**src/qcjl_pkg.sv**
```systemverilog
// Constants for the quarter coupling and jump logic block.
// Assumes a 100 MHz clock and a 4-bit byte address Avalon-MM slave.
package qcjl_pkg;
   // Geometry
   localparam int unsigned QN = 4;
   localparam int unsigned QW = 9;
   localparam int unsigned WW = QN * QW;
   // Register byte offsets
   localparam logic [3:0] OFS_CONFIG = 4'h0;
   localparam logic [3:0] OFS_CTRL   = 4'h4;
   localparam logic [3:0] OFS_STATUS = 4'h8;
   localparam logic [3:0] OFS_COUPLE = 4'hc;
   // Configuration field positions
   localparam int unsigned CF_ACT_LO  = 4;
   localparam int unsigned CF_FRAC_LO = 8;
   localparam int unsigned CF_W       = 10;
   localparam logic [9:0]  CONFIG_RST = 10'h000;
   // Control bit positions
   localparam int unsigned CT_CYCLE  = 0;
   localparam int unsigned CT_PAIRED = 1;
   localparam int unsigned CT_DIVIDE = 2;
   localparam int unsigned CT_SHL    = 3;
   localparam int unsigned CT_JPOS   = 4;
   localparam int unsigned CT_JNEG   = 5;
   localparam int unsigned CT_JOVF   = 6;
   localparam int unsigned CT_ADD    = 7;
   localparam int unsigned CT_NORM   = 8;
   localparam int unsigned CT_START  = 9;
   localparam int unsigned CT_W      = 9;
   localparam logic [8:0]  CTRL_RST  = 9'h000;
   // Timing
   localparam int unsigned CLK_NS          = 10;
   localparam int unsigned PREDICT_NS      = 2800;
   localparam int unsigned PREDICT_CYC     = PREDICT_NS / CLK_NS;
   localparam int unsigned SEQ_CYCLES_DEF  = 600;
   localparam int unsigned NORM_MAX_SHIFTS = 8;
   localparam int unsigned CNT_W           = 16;
   // Fracture codes
   typedef enum logic [1:0] {
      FRAC_36   = 2'h0,
      FRAC_18   = 2'h1,
      FRAC_27_9 = 2'h2,
      FRAC_9X4  = 2'h3
   } qcjl_frac_t;
   // Sequencer tracking states
   typedef enum logic [1:0] {
      SEQ_IDLE = 2'b00,
      SEQ_RUN  = 2'b01,
      SEQ_TAIL = 2'b11
   } qcjl_seq_t;
endpackage

```
**src/qcjl_frac_if.sv**
```systemverilog
// Fracture decode signals between the top and its decoder.
// Assumes both ends run on the same clock.
`timescale 1ns/10ps
`default_nettype none
interface qcjl_frac_if;
   qcjl_pkg::qcjl_frac_t frac;
   logic [3:0]           act_cf;
   logic [3:0]           sign_q;
   logic [3:0]           low_q;
   logic [3:0]           sub_act;
   logic [1:0]           owner [4];
   modport dec (input frac, act_cf, output sign_q, low_q, sub_act, owner);
   modport use_ (output frac, act_cf, input sign_q, low_q, sub_act, owner);
endinterface
`default_nettype wire

```
**src/qcjl_top.sv**
```systemverilog
// Quarter coupling, carry ring, jump condition and predict interlock.
// Assumes an Avalon-MM master and a datapath that samples outputs each cycle.
//
// Contract
// RL1 - Left inter-quarter coupling ignores cycle class
// RL2 - Cycle class left shift couples bit 8 to 9
// RL3 - Non-sign quarters couple bit 8 to 9
// RL4 - Quarter 4 bit 9 always a sign bit
// RL5 - Paired class: second accumulator always couples 8 to 9
// RL6 - Non-divide carries circulate in fracture ring
// RL7 - Divide end-around adds one on negative operand
// RL8 - Positive non-zero active subword raises jump level
// RL9 - Negative non-zero active subword raises jump level
// RL10 - Sign quarter overflow raises jump level
// RL11 - Jump level is OR of all terms
// RL12 - Non-zero means some quarter not uniform
// RL13 - Overflow flags tested only in sign quarters
// RL14 - Clear interlock at event before sequencer end
// RL15 - Remaining time after predict at most 2.8 us
// RL16 - Normalize shifts until two leading bits differ
// RL17 - Config bits 7-4 activity, 9-8 fracture
// RL18 - No 8-to-9 coupling into preserved sign bit
//
// The register addresses and the Avalon-MM register port are this design's own decisions.
`timescale 1ns/10ps
`default_nettype none
module qcjl_top #(
   parameter int unsigned SEQ_CYCLES = qcjl_pkg::SEQ_CYCLES_DEF
) (
   // Clock and reset
   input  wire logic        clock_i,
   input  wire logic        arst_n_i,
   // Avalon-MM slave
   input  wire logic [3:0]  avs_address_i,
   input  wire logic        avs_read_i,
   input  wire logic        avs_write_i,
   input  wire logic [31:0] avs_writedata_i,
   input  wire logic [3:0]  avs_byteenable_i,
   output logic      [31:0] avs_readdata_o,
   output logic             avs_waitrequest_o,
   // Datapath state
   input  wire logic [35:0] a_word_i,
   input  wire logic [35:0] b_word_i,
   input  wire logic [3:0]  ovf_flag_i,
   input  wire logic [3:0]  operand_sign_i,
   input  wire logic [3:0]  quarter_carry_out_i,
   // Coupling results
   output logic      [3:0]  a_couple89_o,
   output logic      [3:0]  b_couple89_o,
   output logic      [3:0]  a_shl_in_o,
   output logic      [3:0]  b_shl_in_o,
   output logic      [3:0]  quarter_carry_in_o,
   output logic      [3:0]  norm_shift_o,
   // Jump and interlock levels
   output logic             jump_condition_level_o,
   output logic             arith_predict_interlock_o
);
   localparam int unsigned CW = qcjl_pkg::CNT_W;
   localparam logic [CW-1:0] SEQ_LOAD = CW'(SEQ_CYCLES);
   localparam logic [CW-1:0] PRED_CYC = CW'(qcjl_pkg::PREDICT_CYC);

   // Bit 9 of quarter q
   function automatic logic qbit9(input logic [35:0] w, input int q);
      qbit9 = w[q*9+8];
   endfunction

   // Bit 8 of quarter q
   function automatic logic qbit8(input logic [35:0] w, input int q);
      qbit8 = w[q*9+7];
   endfunction

   // Quarter is all zeros or all ones
   function automatic logic qflat(input logic [35:0] w, input int q);
      logic [8:0] v;
      v = w[q*9 +: 9];
      qflat = (v == 9'h000) || (v == 9'h1ff);
   endfunction

   logic [9:0] config_bits_register;
   logic [8:0] ctrl;
   logic       start_pulse;

   logic cycle_class;
   logic paired_accumulator_class;
   logic divide;
   logic shl;
   logic jump_on_positive;
   logic jump_on_negative;
   logic jump_on_overflow;
   logic add_op;
   logic normalize;

   assign cycle_class              = ctrl[qcjl_pkg::CT_CYCLE];
   assign paired_accumulator_class = ctrl[qcjl_pkg::CT_PAIRED];
   assign divide                   = ctrl[qcjl_pkg::CT_DIVIDE];
   assign shl                      = ctrl[qcjl_pkg::CT_SHL];
   assign jump_on_positive         = ctrl[qcjl_pkg::CT_JPOS];
   assign jump_on_negative         = ctrl[qcjl_pkg::CT_JNEG];
   assign jump_on_overflow         = ctrl[qcjl_pkg::CT_JOVF];
   assign add_op                   = ctrl[qcjl_pkg::CT_ADD];
   assign normalize                = ctrl[qcjl_pkg::CT_NORM];

   // Fracture decode
   qcjl_frac_if fi ();

   assign fi.frac   = qcjl_pkg::qcjl_frac_t'(config_bits_register[9:8]); // RL17
   assign fi.act_cf = config_bits_register[7:4]; // RL17

   qcjl_decode u_decode (
      .fi (fi.dec)
   );

   // Bus handshake
   logic        bus_req;
   logic        bus_commit;
   logic [31:0] rd_mux;

   assign bus_req    = avs_read_i || avs_write_i;
   assign bus_commit = bus_req && !avs_waitrequest_o;

   always_ff @(posedge clock_i or negedge arst_n_i) begin
      if (!arst_n_i) begin
         avs_waitrequest_o <= 1'b1;
      end else if (bus_req && avs_waitrequest_o) begin
         avs_waitrequest_o <= 1'b0;
      end else begin
         avs_waitrequest_o <= 1'b1;
      end
   end

   always_ff @(posedge clock_i or negedge arst_n_i) begin
      if (!arst_n_i) begin
         avs_readdata_o <= 32'h0000_0000;
      end else if (avs_read_i && avs_waitrequest_o) begin
         avs_readdata_o <= rd_mux;
      end
   end

   // Configuration and control registers
   always_ff @(posedge clock_i or negedge arst_n_i) begin
      if (!arst_n_i) begin
         config_bits_register <= qcjl_pkg::CONFIG_RST;
      end else if (bus_commit && avs_write_i
                   && avs_address_i == qcjl_pkg::OFS_CONFIG) begin
         if (avs_byteenable_i[0]) begin
            config_bits_register[7:0] <= avs_writedata_i[7:0];
         end
         if (avs_byteenable_i[1]) begin
            config_bits_register[9:8] <= avs_writedata_i[9:8];
         end
      end
   end

   always_ff @(posedge clock_i or negedge arst_n_i) begin
      if (!arst_n_i) begin
         ctrl        <= qcjl_pkg::CTRL_RST;
         start_pulse <= 1'b0;
      end else begin
         start_pulse <= 1'b0;
         if (bus_commit && avs_write_i
             && avs_address_i == qcjl_pkg::OFS_CTRL) begin
            if (avs_byteenable_i[0]) begin
               ctrl[7:0] <= avs_writedata_i[7:0];
            end
            if (avs_byteenable_i[1]) begin
               ctrl[8]     <= avs_writedata_i[8];
               start_pulse <= avs_writedata_i[qcjl_pkg::CT_START];
            end
         end
      end
   end

   // Coupling, carry, jump and normalize terms
   logic [3:0] next_a_couple;
   logic [3:0] next_b_couple;
   logic [3:0] next_a_shl;
   logic [3:0] next_b_shl;
   logic [3:0] next_cyi;
   logic [3:0] next_norm;
   logic       next_jump;
   logic       norm_near;

   always_comb begin
      int s;
      logic nz;
      s             = 0;
      nz            = 1'b0;
      next_a_couple = 4'h0;
      next_b_couple = 4'h0;
      next_a_shl    = 4'h0;
      next_b_shl    = 4'h0;
      next_cyi      = 4'h0;
      next_norm     = 4'h0;
      next_jump     = 1'b0;
      norm_near     = 1'b1;
      for (int q = 0; q < 4; q++) begin
         s = int'(fi.owner[q]);
         // Intra-quarter 8 to 9 coupling; sign bits kept unless cycling, or for b unless paired
         if (shl) begin
            next_a_couple[q] = cycle_class || !fi.sign_q[q]; // RL2 RL3 RL4 RL18
            next_b_couple[q] = cycle_class || !fi.sign_q[q]
                               || paired_accumulator_class; // RL5 RL18
         end
         // Inter-quarter left shift; cycle class plays no part
         if (!fi.low_q[q]) begin
            next_a_shl[q] = qbit9(a_word_i, q - 1); // RL1
            next_b_shl[q] = qbit9(b_word_i, q - 1); // RL1
         end else if (paired_accumulator_class) begin
            next_a_shl[q] = qbit9(b_word_i, s); // RL1
            next_b_shl[q] = qbit9(a_word_i, s); // RL1
         end else begin
            next_a_shl[q] = qbit9(a_word_i, s); // RL1
            next_b_shl[q] = qbit9(b_word_i, s); // RL1
         end
         if (!shl) begin
            next_a_shl[q] = 1'b0;
            next_b_shl[q] = 1'b0;
         end
         // Carry ring; only the end-around carry changes for divide
         if (!fi.low_q[q]) begin
            next_cyi[q] = quarter_carry_out_i[q-1]; // RL6 RL7
         end else if (divide) begin
            next_cyi[q] = operand_sign_i[s]; // RL7
         end else begin
            next_cyi[q] = quarter_carry_out_i[s]; // RL6
         end
      end
      for (int k = 0; k < 4; k++) begin
         if (fi.sub_act[k]) begin
            nz = 1'b0;
            for (int m = 0; m < 4; m++) begin
               if (int'(fi.owner[m]) == k && !qflat(a_word_i, m)) begin
                  nz = 1'b1; // RL12
               end
            end
            if (jump_on_positive && nz && !qbit9(a_word_i, k)) begin
               next_jump = 1'b1; // RL8 RL11
            end
            if (jump_on_negative && nz && qbit9(a_word_i, k)) begin
               next_jump = 1'b1; // RL9 RL11
            end
            if (jump_on_overflow && ovf_flag_i[k]) begin
               next_jump = 1'b1; // RL10 RL11 RL13
            end
            // Normalize continues while the two leading bits agree
            if (normalize && qbit9(a_word_i, k) == qbit8(a_word_i, k)) begin
               for (int m = 0; m < 4; m++) begin
                  if (int'(fi.owner[m]) == k) begin
                     next_norm[m] = 1'b1; // RL16
                  end
               end
            end
            // A non-flat sign quarter finishes within eight shifts
            if (qflat(a_word_i, k)) begin
               norm_near = 1'b0; // RL16
            end
         end
      end
   end

   always_ff @(posedge clock_i or negedge arst_n_i) begin
      if (!arst_n_i) begin
         a_couple89_o       <= 4'h0;
         b_couple89_o       <= 4'h0;
         a_shl_in_o         <= 4'h0;
         b_shl_in_o         <= 4'h0;
         quarter_carry_in_o <= 4'h0;
      end else begin
         a_couple89_o       <= next_a_couple;
         b_couple89_o       <= next_b_couple;
         a_shl_in_o         <= next_a_shl;
         b_shl_in_o         <= next_b_shl;
         quarter_carry_in_o <= next_cyi;
      end
   end

   always_ff @(posedge clock_i or negedge arst_n_i) begin
      if (!arst_n_i) begin
         jump_condition_level_o <= 1'b0;
         norm_shift_o           <= 4'h0;
      end else begin
         jump_condition_level_o <= next_jump;
         norm_shift_o           <= next_norm;
      end
   end

   // Sequencer tracking and predict interlock
   qcjl_pkg::qcjl_seq_t seq;
   qcjl_pkg::qcjl_seq_t next_seq;
   logic [CW-1:0]       seq_left;
   logic                predict_evt;
   logic                seq_end;

   // Normalize predicts on data; others on remaining time
   assign predict_evt = normalize ? norm_near
                                  : (seq_left <= PRED_CYC); // RL14 RL15
   assign seq_end     = normalize ? (next_norm == 4'h0)
                                  : (seq_left == '0);

   always_comb begin
      next_seq = seq;
      unique case (seq)
         qcjl_pkg::SEQ_IDLE: begin
            if (start_pulse) begin
               next_seq = qcjl_pkg::SEQ_RUN;
            end
         end
         qcjl_pkg::SEQ_RUN: begin
            if (predict_evt) begin
               next_seq = qcjl_pkg::SEQ_TAIL; // RL14
            end
         end
         qcjl_pkg::SEQ_TAIL: begin
            if (seq_end) begin
               next_seq = qcjl_pkg::SEQ_IDLE;
            end
         end
         default: next_seq = qcjl_pkg::SEQ_IDLE;
      endcase
   end

   always_ff @(posedge clock_i or negedge arst_n_i) begin
      if (!arst_n_i) begin
         seq <= qcjl_pkg::SEQ_IDLE;
      end else begin
         seq <= next_seq;
      end
   end

   always_ff @(posedge clock_i or negedge arst_n_i) begin
      if (!arst_n_i) begin
         seq_left <= '0;
      end else if (seq == qcjl_pkg::SEQ_IDLE && start_pulse) begin
         seq_left <= SEQ_LOAD;
      end else if (seq_left != '0) begin
         seq_left <= seq_left - CW'(1);
      end
   end

   always_ff @(posedge clock_i or negedge arst_n_i) begin
      if (!arst_n_i) begin
         arith_predict_interlock_o <= 1'b0;
      end else if (next_seq == qcjl_pkg::SEQ_RUN) begin
         arith_predict_interlock_o <= 1'b1;
      end else begin
         arith_predict_interlock_o <= 1'b0; // RL14
      end
   end

   // Read data
   always_comb begin
      rd_mux = 32'h0000_0000;
      unique case (avs_address_i)
         qcjl_pkg::OFS_CONFIG: rd_mux[9:0] = config_bits_register;
         qcjl_pkg::OFS_CTRL:   rd_mux[8:0] = ctrl;
         qcjl_pkg::OFS_STATUS: begin
            rd_mux[0]    = jump_condition_level_o;
            rd_mux[1]    = arith_predict_interlock_o;
            rd_mux[3:2]  = seq;
            rd_mux[7:4]  = norm_shift_o;
            rd_mux[11:8] = fi.sub_act;
            rd_mux[15:12] = fi.sign_q;
            rd_mux[16]   = add_op;
         end
         qcjl_pkg::OFS_COUPLE: begin
            rd_mux[3:0]   = a_couple89_o;
            rd_mux[7:4]   = b_couple89_o;
            rd_mux[11:8]  = quarter_carry_in_o;
            rd_mux[15:12] = a_shl_in_o;
            rd_mux[19:16] = b_shl_in_o;
         end
         default: rd_mux = 32'h0000_0000;
      endcase
   end
endmodule
`default_nettype wire

```
**src/qcjl_decode.sv**
```systemverilog
// Fracture and activity decoder: sign quarters, subword owners, activity.
// Assumes configuration levels are stable register outputs.
`timescale 1ns/10ps
`default_nettype none
module qcjl_decode (
   qcjl_frac_if.dec fi
);
   logic [3:0] act;
   logic [3:0] sign;

   // A quarter is active when its configuration bit is zero
   assign act = ~fi.act_cf; // RL17

   always_comb begin
      unique case (fi.frac) // RL17
         qcjl_pkg::FRAC_36:   sign = 4'h8;
         qcjl_pkg::FRAC_18:   sign = 4'ha;
         qcjl_pkg::FRAC_27_9: sign = 4'h9;
         qcjl_pkg::FRAC_9X4:  sign = 4'hf;
      endcase
   end
   assign fi.sign_q = sign;

   genvar q;
   generate
      for (q = 0; q < 4; q++) begin : g_q
         // Owner is the nearest sign quarter at or above this quarter
         always_comb begin
            fi.owner[q] = 2'h3;
            for (int s = 3; s >= q; s--) begin
               if (sign[s]) begin
                  fi.owner[q] = 2'(s);
               end
            end
         end
         if (q == 0) begin : g_low0
            assign fi.low_q[q] = 1'b1;
         end else begin : g_lown
            assign fi.low_q[q] = sign[q-1];
         end
         always_comb begin
            fi.sub_act[q] = 1'b0;
            for (int m = 0; m < 4; m++) begin
               if (fi.owner[m] == 2'(q) && act[m]) begin
                  fi.sub_act[q] = sign[q];
               end
            end
         end
      end
   endgenerate
endmodule
`default_nettype wire

```
**config.mk**
```make
export PLATFORM = sky130hd
export DESIGN_NAME = qcjl_top
export DESIGN_NICKNAME = d
export VERILOG_FILES = /design/src/qcjl_pkg.sv /design/src/qcjl_frac_if.sv /design/src/qcjl_top.sv /design/src/qcjl_decode.sv
export SDC_FILE = /design/constraint.sdc
export NUM_CORES = 1
export LEC_CHECK = 0
export ABC_AREA = 1
export BUFFER_PORTS_ARGS = -buffer_cell sky130_fd_sc_hd__buf_2
export CAP_MARGIN = 15
export CORE_UTILIZATION = 49
export CTS_BUF_LIST = sky130_fd_sc_hd__clkbuf_4 sky130_fd_sc_hd__clkbuf_8
export DETAILED_ROUTE_END_ITERATION = 12
export PLACE_DENSITY = 0.84
export SETUP_SLACK_MARGIN = 0.2
export SYNTH_ARGS = -nofsm -noshare
export SYNTH_HDL_FRONTEND = slang
export SYNTH_SLANG_ARGS = --single-unit
```
**constraint.sdc**
```tcl
create_clock -name clock_i -period 3.5 [get_ports clock_i]
set_clock_uncertainty 0.15 [all_clocks]
set_input_delay 0.175 -clock clock_i [delete_from_list [all_inputs] [get_ports clock_i]]
set_output_delay 0.175 -clock clock_i [all_outputs]
set_load 0.005 [all_outputs]
```
**Word-level counts from Yosys, hierarchy flattened**

Cells that the tools add are included.

- $add $sub $neg: 4
- $mul: 3
- Order comparisons: 7
- Eq/ne operators: 35
- Muxes and demuxes: 161
- Bitwise gates (word level): 1
- Reduce and logical (&&, ||, !) cells: 101

Operator list:

| kind | count |
|---|---|
| $mux W1 | 128 |
| $logic_and A1 B1 Y1 | 55 |
| $bmux W1 S6 | 6 |
| $eq A9 B9 Y1 const B | 4 |
| $logic_not A9 Y1 | 4 |
| $pmux W9 S4 | 1 |
| $mux W16 | 2 |
| $eq A2 B2 Y1 const B | 15 |
| $add A6 B4 Y7 const B | 3 |
| $lt A7 B7 Y1 const B | 3 |
| $mux W3 | 7 |
| $eq A2 B1 Y1 const B | 9 |
| $mul A2 B4 Y6 const B | 3 |
| $le A16 B9 Y1 const B | 1 |
| $logic_not A16 Y1 | 1 |
| $logic_not A2 Y1 | 8 |
| $pmux W4 S4 | 1 |
| $reduce_bool A16 Y1 | 1 |
| $sub A16 B1 Y16 const B | 1 |
| $pmux W7 S2 | 1 |
| $logic_or A1 B1 Y1 | 13 |
| $bmux W1 S2 | 6 |
| $logic_not A1 Y1 | 12 |
| $mux W2 | 5 |
| 11 further kinds | 22 |

- Bits in registers: 85
- Input port bits: 128
- Output and inout bits: 59

**Depth between registers and ports, before layout**

- Depth in word-level cells: 29
- Depth in mapped cells: 13
- Gate-level depth less buffers: 13

**Cells and area by module**

From an unflattened synthesis, not the netlist that was laid out.

- Cells, all modules: 898
- Area total of the unflattened synthesis: 6108.4 µm²

Modules (own cells, without submodules):

| module | instances | cells an instance | area an instance (µm²) | sequential area each (µm²) |
|---|---|---|---|---|
| qcjl_top | 1 | 869 | 5960.7 | 2128.3 |
| qcjl_decode | 1 | 29 | 147.6 | 0.0 |

**Least setup slack after synthesis**

OpenSTA, ideal clock, no wires.

- Kind: register to register
- From: reg seq_left[0]
- To: reg arith_predict_interlock_o
- Arrival: 1.456 ns
- Path slack: 1.772 ns
- Cell stages (with the launch flop): 12
- Buffers on the path: 0
- Clock period less this slack: 1.728 ns
- Cell sequence: dfrtp_1 inv_1 ha_1 inv_1 nor2_1 nand3_1 nor2_1 nand3_1 nand3_1 inv_1 a21oi_1 nor2_1

- Word-level cells in the longest chain between the ends: 6
- Elaborated cells between the ends (all ways): 9
- Those cells by class: order compare: 1; eq/ne: 1; mux: 6; reduce/logical: 1

RTL lines:

| element | RTL line | source |
|---|---|---|
| start, declared | qcjl_top.sv:290 | `logic [CW-1:0] seq_left;` |
| start signal, assigned | qcjl_top.sv:336 | `seq_left <= seq_left - CW'(1);` |
| $le A16 B9 Y1 / $logic_not A16 Y1 (equally long branches) | qcjl_top.sv:296, qcjl_top.sv:298 |  |
| $mux W1 (on tied branches) | qcjl_top.sv:295, qcjl_top.sv:297 |  |
| $mux W2 (on tied branches) | qcjl_top.sv:309, qcjl_top.sv:314 |  |
| $pmux W2 S3 * | qcjl_top.sv:302 | `unique case (seq)` |
| $eq A2 B1 Y1 * | qcjl_top.sv:343 | `end else if (next_seq == qcjl_pkg::SEQ_RUN) begin` |
| $mux W1 * | qcjl_top.sv:343 |  |
| end signal, assigned | qcjl_top.sv:342 | `arith_predict_interlock_o <= 1'b0;` |
| end signal, assigned | qcjl_top.sv:344 | `arith_predict_interlock_o <= 1'b1;` |
| end signal, assigned | qcjl_top.sv:346 | `arith_predict_interlock_o <= 1'b0;` |
| end, declared | qcjl_top.sv:56 | `output logic arith_predict_interlock_o` |

Every way passes the cells marked *; elsewhere a longest branch is shown, timed or not.
A chain may end at the register's enable or synchronous reset.

**Final worst setup path**

- From: reg config_bits_register[8]
- To: reg jump_condition_level_o

- Word-level cells in the longest chain between the ends: 29
- Elaborated cells between the ends (all ways): 118
- Those cells by class: eq/ne: 21; mux: 50; reduce/logical: 47

RTL lines:

| element | RTL line | source |
|---|---|---|
| start, declared | qcjl_top.sv:79 | `logic [9:0] config_bits_register;` |
| start signal, assigned | qcjl_top.sv:142 | `config_bits_register <= qcjl_pkg::CONFIG_RST;` |
| start signal, assigned | qcjl_top.sv:149 | `config_bits_register[9:8] <= avs_writedata_i[9:8];` |
| $eq A2 B2 Y1 (tied with other cells) | qcjl_decode.sv:15 | `unique case (fi.frac)` |
| $pmux W4 S4 * | qcjl_decode.sv:15 |  |
| $mux W1 | qcjl_decode.sv:31 | `if (sign[s]) begin` |
| $mux W2 (2 in series) | qcjl_decode.sv:31 |  |
| $logic_not A2 Y1 | qcjl_top.sv:232 | `if (int'(fi.owner[m]) == k && !qflat(a_word_i, m)) begin` |
| $logic_and A1 B1 Y1 | qcjl_top.sv:232 |  |
| $mux W1 (3 in series) | qcjl_top.sv:232 |  |
| $mux W1 | qcjl_top.sv:229 | `if (fi.sub_act[k]) begin` |
| (+11 left out) | -- |  |
| $mux W1 | qcjl_top.sv:239 | `if (jump_on_negative && nz && qbit9(a_word_i, k)) begin` |
| $mux W1 | qcjl_top.sv:242 | `if (jump_on_overflow && ovf_flag_i[k]) begin` |
| $mux W1 | qcjl_top.sv:229 |  |
| $mux W1 | qcjl_top.sv:236 | `if (jump_on_positive && nz && !qbit9(a_word_i, k)) begin` |
| $mux W1 | qcjl_top.sv:239 |  |
| $mux W1 | qcjl_top.sv:242 |  |
| $mux W1 * | qcjl_top.sv:229 |  |
| net next_jump | qcjl_top.sv:180 | `logic next_jump;` |
| end signal, assigned | qcjl_top.sv:282 | `jump_condition_level_o <= next_jump;` |
| end, declared | qcjl_top.sv:55 | `output logic jump_condition_level_o,` |

Mark *: on every way through the listed nets, which the timed path passes. The rest lies on a longest branch. The select of a mux whose other input is x is not followed.

==> flow_summary.ini <==
[cells_and_area]
fillCellCount = 811
register_area_um2 = 2130
insertedDiodeCount = 0
multi_input_area_um2 = 2130
syn_to_final_growth_pct = 21.5
fin_nets = 884
final_core_util = 0.613
drive_above_1_share = 0.212

[setup_path]
r2r_slack_ns = 1.05
worstPathArrival_ns = 2.54
crit_path_start = config_bits_register[8]$_DFFE_PN0P_
worstSetupEndpoint = jump_condition_level_o$_DFF_PN0_
end_kind = register
r2r_cells = 8
r2r-end = jump_condition_level_o$_DFF_PN0_
cp-start-kind = register
critPathRequiredTime_ns = 3.59
critPathMaxFanout = 17
reg2reg_from = config_bits_register[8]$_DFFE_PN0P_
worstSetupPathType = register to register

[routing]
dr.pass1.iters = 5
drc = 0
postRouteAntennaNets = 0
drt_iter0_markers = 377
wl_per_cell_um = 14.8
drt-total-wl_um = 12900
via_per_inst = 5.45
vias = 4740

[clock_tree]
cts_setup_buffers = 0
root_buffer = clkbuf_8
ctsHtreeMaxLevel = 3
clockBufferDepth = 2
cts_sinks = 85
clk_pin_slew_ns = 0.09
cts_tree = built
cts_buffers = 9
clkLatencyLatePin_ns = 0.36

[worst_hold_path]
worstHoldStart = operand_sign_i[2]
hold_path.class = primary input to register

[timing]
post-route-period-util = 0.700
tightest_slew_ns = 1.06
layout_min_cycle_time_ns = 2.45
rsz0062_at_grt = no
finalSetupTns_ns = 0
setup_ws_ns = 1.05
finalHoldViolCount = 0
slew_headroom = 0.293
max_freq_mhz = 408
hold_slack_ns = 0.0127
setup_viol = 0
final_max_slew_viol_count = 0

[global_route]
antenna_found_initial = 0
grt_use_total = 0.271
grt_max_degree = 86
grt_pass1_wl_um = 20800
grt_pass1_vias = 4397
grt_overflow = 0

[synthesis]
yosysTopAreaCell = dfrtp_1
syn_area_per_cell_um2 = 7.42
yosys_warnings = 0
synth_seq_cells = 85
synth_area_um2 = 4640
synth_cell_types = 42
async_flop_share = 1.00
synth_edf_count = 0
synth_top_cell_area_share = 0.453
synthCells = 625
ys_seq_area_frac = 0.459
synth_area_leaders = dfrtp_1 45%, nand2_1 17%, inv_1 4.8%
synth_flop_cell = dfrtp_1

[power]
ir_worst_vdd_v = 0.000224
power_leakage_nw = 3.02
powerDensity_nw_per_um2 = 501

[floorplanning]
core_area_um2 = 9200
die_area_um2 = 9860
ios = 187
die-width_um = 99.3
start_util = 0.504
rows = 35
die-height_um = 99.3

[run]
drv_cap = 0

[place]
place_congestion = 0.911
hpwl_um = 9630
place_ws_ns = 1.37
portBuffers = 118

[status]
status = complete, no violations
==> cell usage in the layout, fill, tap and decap left out, types with 6 or more instances in the layout <==
| master | instances |
|---|---|
| a21oi_1 | 23 |
| a31oi_1 | 7 |
| buf_2 | 117 |
| clkbuf_8 | 9 |
| conb_1 | 12 |
| dfrtp_1 | 84 |
| dlygate4sd3_1 | 20 |
| inv_1 | 59 |
| inv_2 | 6 |
| nand2_1 | 204 |
| nand3_1 | 23 |
| nor2_1 | 59 |
| nor2_2 | 6 |
| nor3_1 | 8 |
| o2111ai_1 | 6 |
| o21ai_0 | 40 |
| o21ai_1 | 17 |
| o22ai_1 | 8 |
==> cell usage after synthesis (2+ instances only) <==
cell type,number
o211ai_1,3
or2_1,3
nand4_1,5
nand2_2,4
inv_2,6
nor4_1,2
o2111ai_1,6
a211oi_1,2
nand2_1,204
clkbuf_1,12
a31oi_1,7
nand3_2,2
dfrtp_1,84
o22ai_1,8
nor3_1,8
a22oi_1,3
nor3_2,3
nand3_1,23
inv_1,59
o21ai_1,17
a21oi_1,23
mux2i_1,3
buf_4,13
nor2_1,59
o21ai_0,40
buf_2,4
a221oi_1,2
nor2_2,6
==> registers in the layout, indices dropped and copies added, names as in the netlist <==
register / cells
norm_shift_o: 4
a_couple89_o: 4
arith_predict_interlock_o: 1
a_shl_in_o: 4
quarter_carry_in_o: 4
avs_readdata_o: 20
seq_left: 16
start_pulse: 1
ctrl: 9
config_bits_register: 10
seq: 2
avs_waitrequest_o: 1
jump_condition_level_o: 1
b_couple89_o: 4
b_shl_in_o: 4
==> routing by layer <==
metal,vias up,routed length [um],track usage
met4,0,250,0.0916
met2,236,6190,0.438
met5,-,0,0
met1,2218,5400,0.372
met3,20,1080,0.0478
li1,2266,-,-
==> repair_timing <==
item,CTS,global route
hold endpoints to repair,112,0
hold buffers,20,0
gates resized for setup,0,0
setup endpoints to repair,0,0
==> worst min path at each step <==
stage / to / slack (ns) / depth (start not counted)
2_1_floorplan: a_couple89_o[0]$_DFF_PN0_ / -0.27 / 0
3_3_place_gp: avs_waitrequest_o$_DFF_PN1_ / 0.19 / 2
3_5_place_dp: avs_waitrequest_o$_DFF_PN1_ / 0.20 / 2
4_1_cts: start_pulse$_DFF_PN0_ / 0.008 / 3
5_1_grt: start_pulse$_DFF_PN0_ / 0.007 / 3
6_report: quarter_carry_in_o[2]$_DFF_PN0_ / 0.01 / 3
==> worst max-delay path, stage by stage (launching register included) <==
cell and delay, ns:
dfrtp_1 0.75, inv_2 0.25, nand2_1 0.18, o21ai_0 0.10, o21ai_0 0.18, nand2_1 0.08
nand2_1 0.06, nand2_1 0.05, dlygate4sd3_1 0.55
==> cell families after synthesis <==
kind of cell / after synthesis / share of synthesized area
and+or+nand+nor: 323 / 0.294
AOI/OAI and AO/OA: 115 / 0.144
buffers and inverters: 96 / 0.0909
DFF: 85 / 0.459
muxes: 3 / 0.00647
adders and majority gates: 1 / 0.00270
other: 1 / 0.000808
xor gates and xnor gates: 1 / 0.00189
==> cell type report <==
cell class / instances / area share
tap: 111 / 0.0246
clock buffer: 9 / 0.0220
multi-input combinational: 455 / 0.378
clock inverter: 6 / 0.0129
timing repair buffer: 138 / 0.141
inverter: 66 / 0.0440
sequential: 85 / 0.378
==> per-stage QoR <==
stage	instances	instance area (um2)	power, mW
3_3_place_gp	835	5240	2.06
5_1_grt	870	5640	3.01
2_1_floorplan	636	4680	1.83
3_5_place_dp	835	5240	2.10
4_1_cts	870	5640	2.81
6_report	870	5640	2.82
==> where the power goes <==
part,switching [mW],leakage [nW],internal (mW)
clock network,0.369,0.0899,0.333
registers,0.193,1.12,1.17
logic,0.467,1.82,0.295
total,1.03,3.02,1.79
No activity file was read; power rests on OpenSTA's default activity.
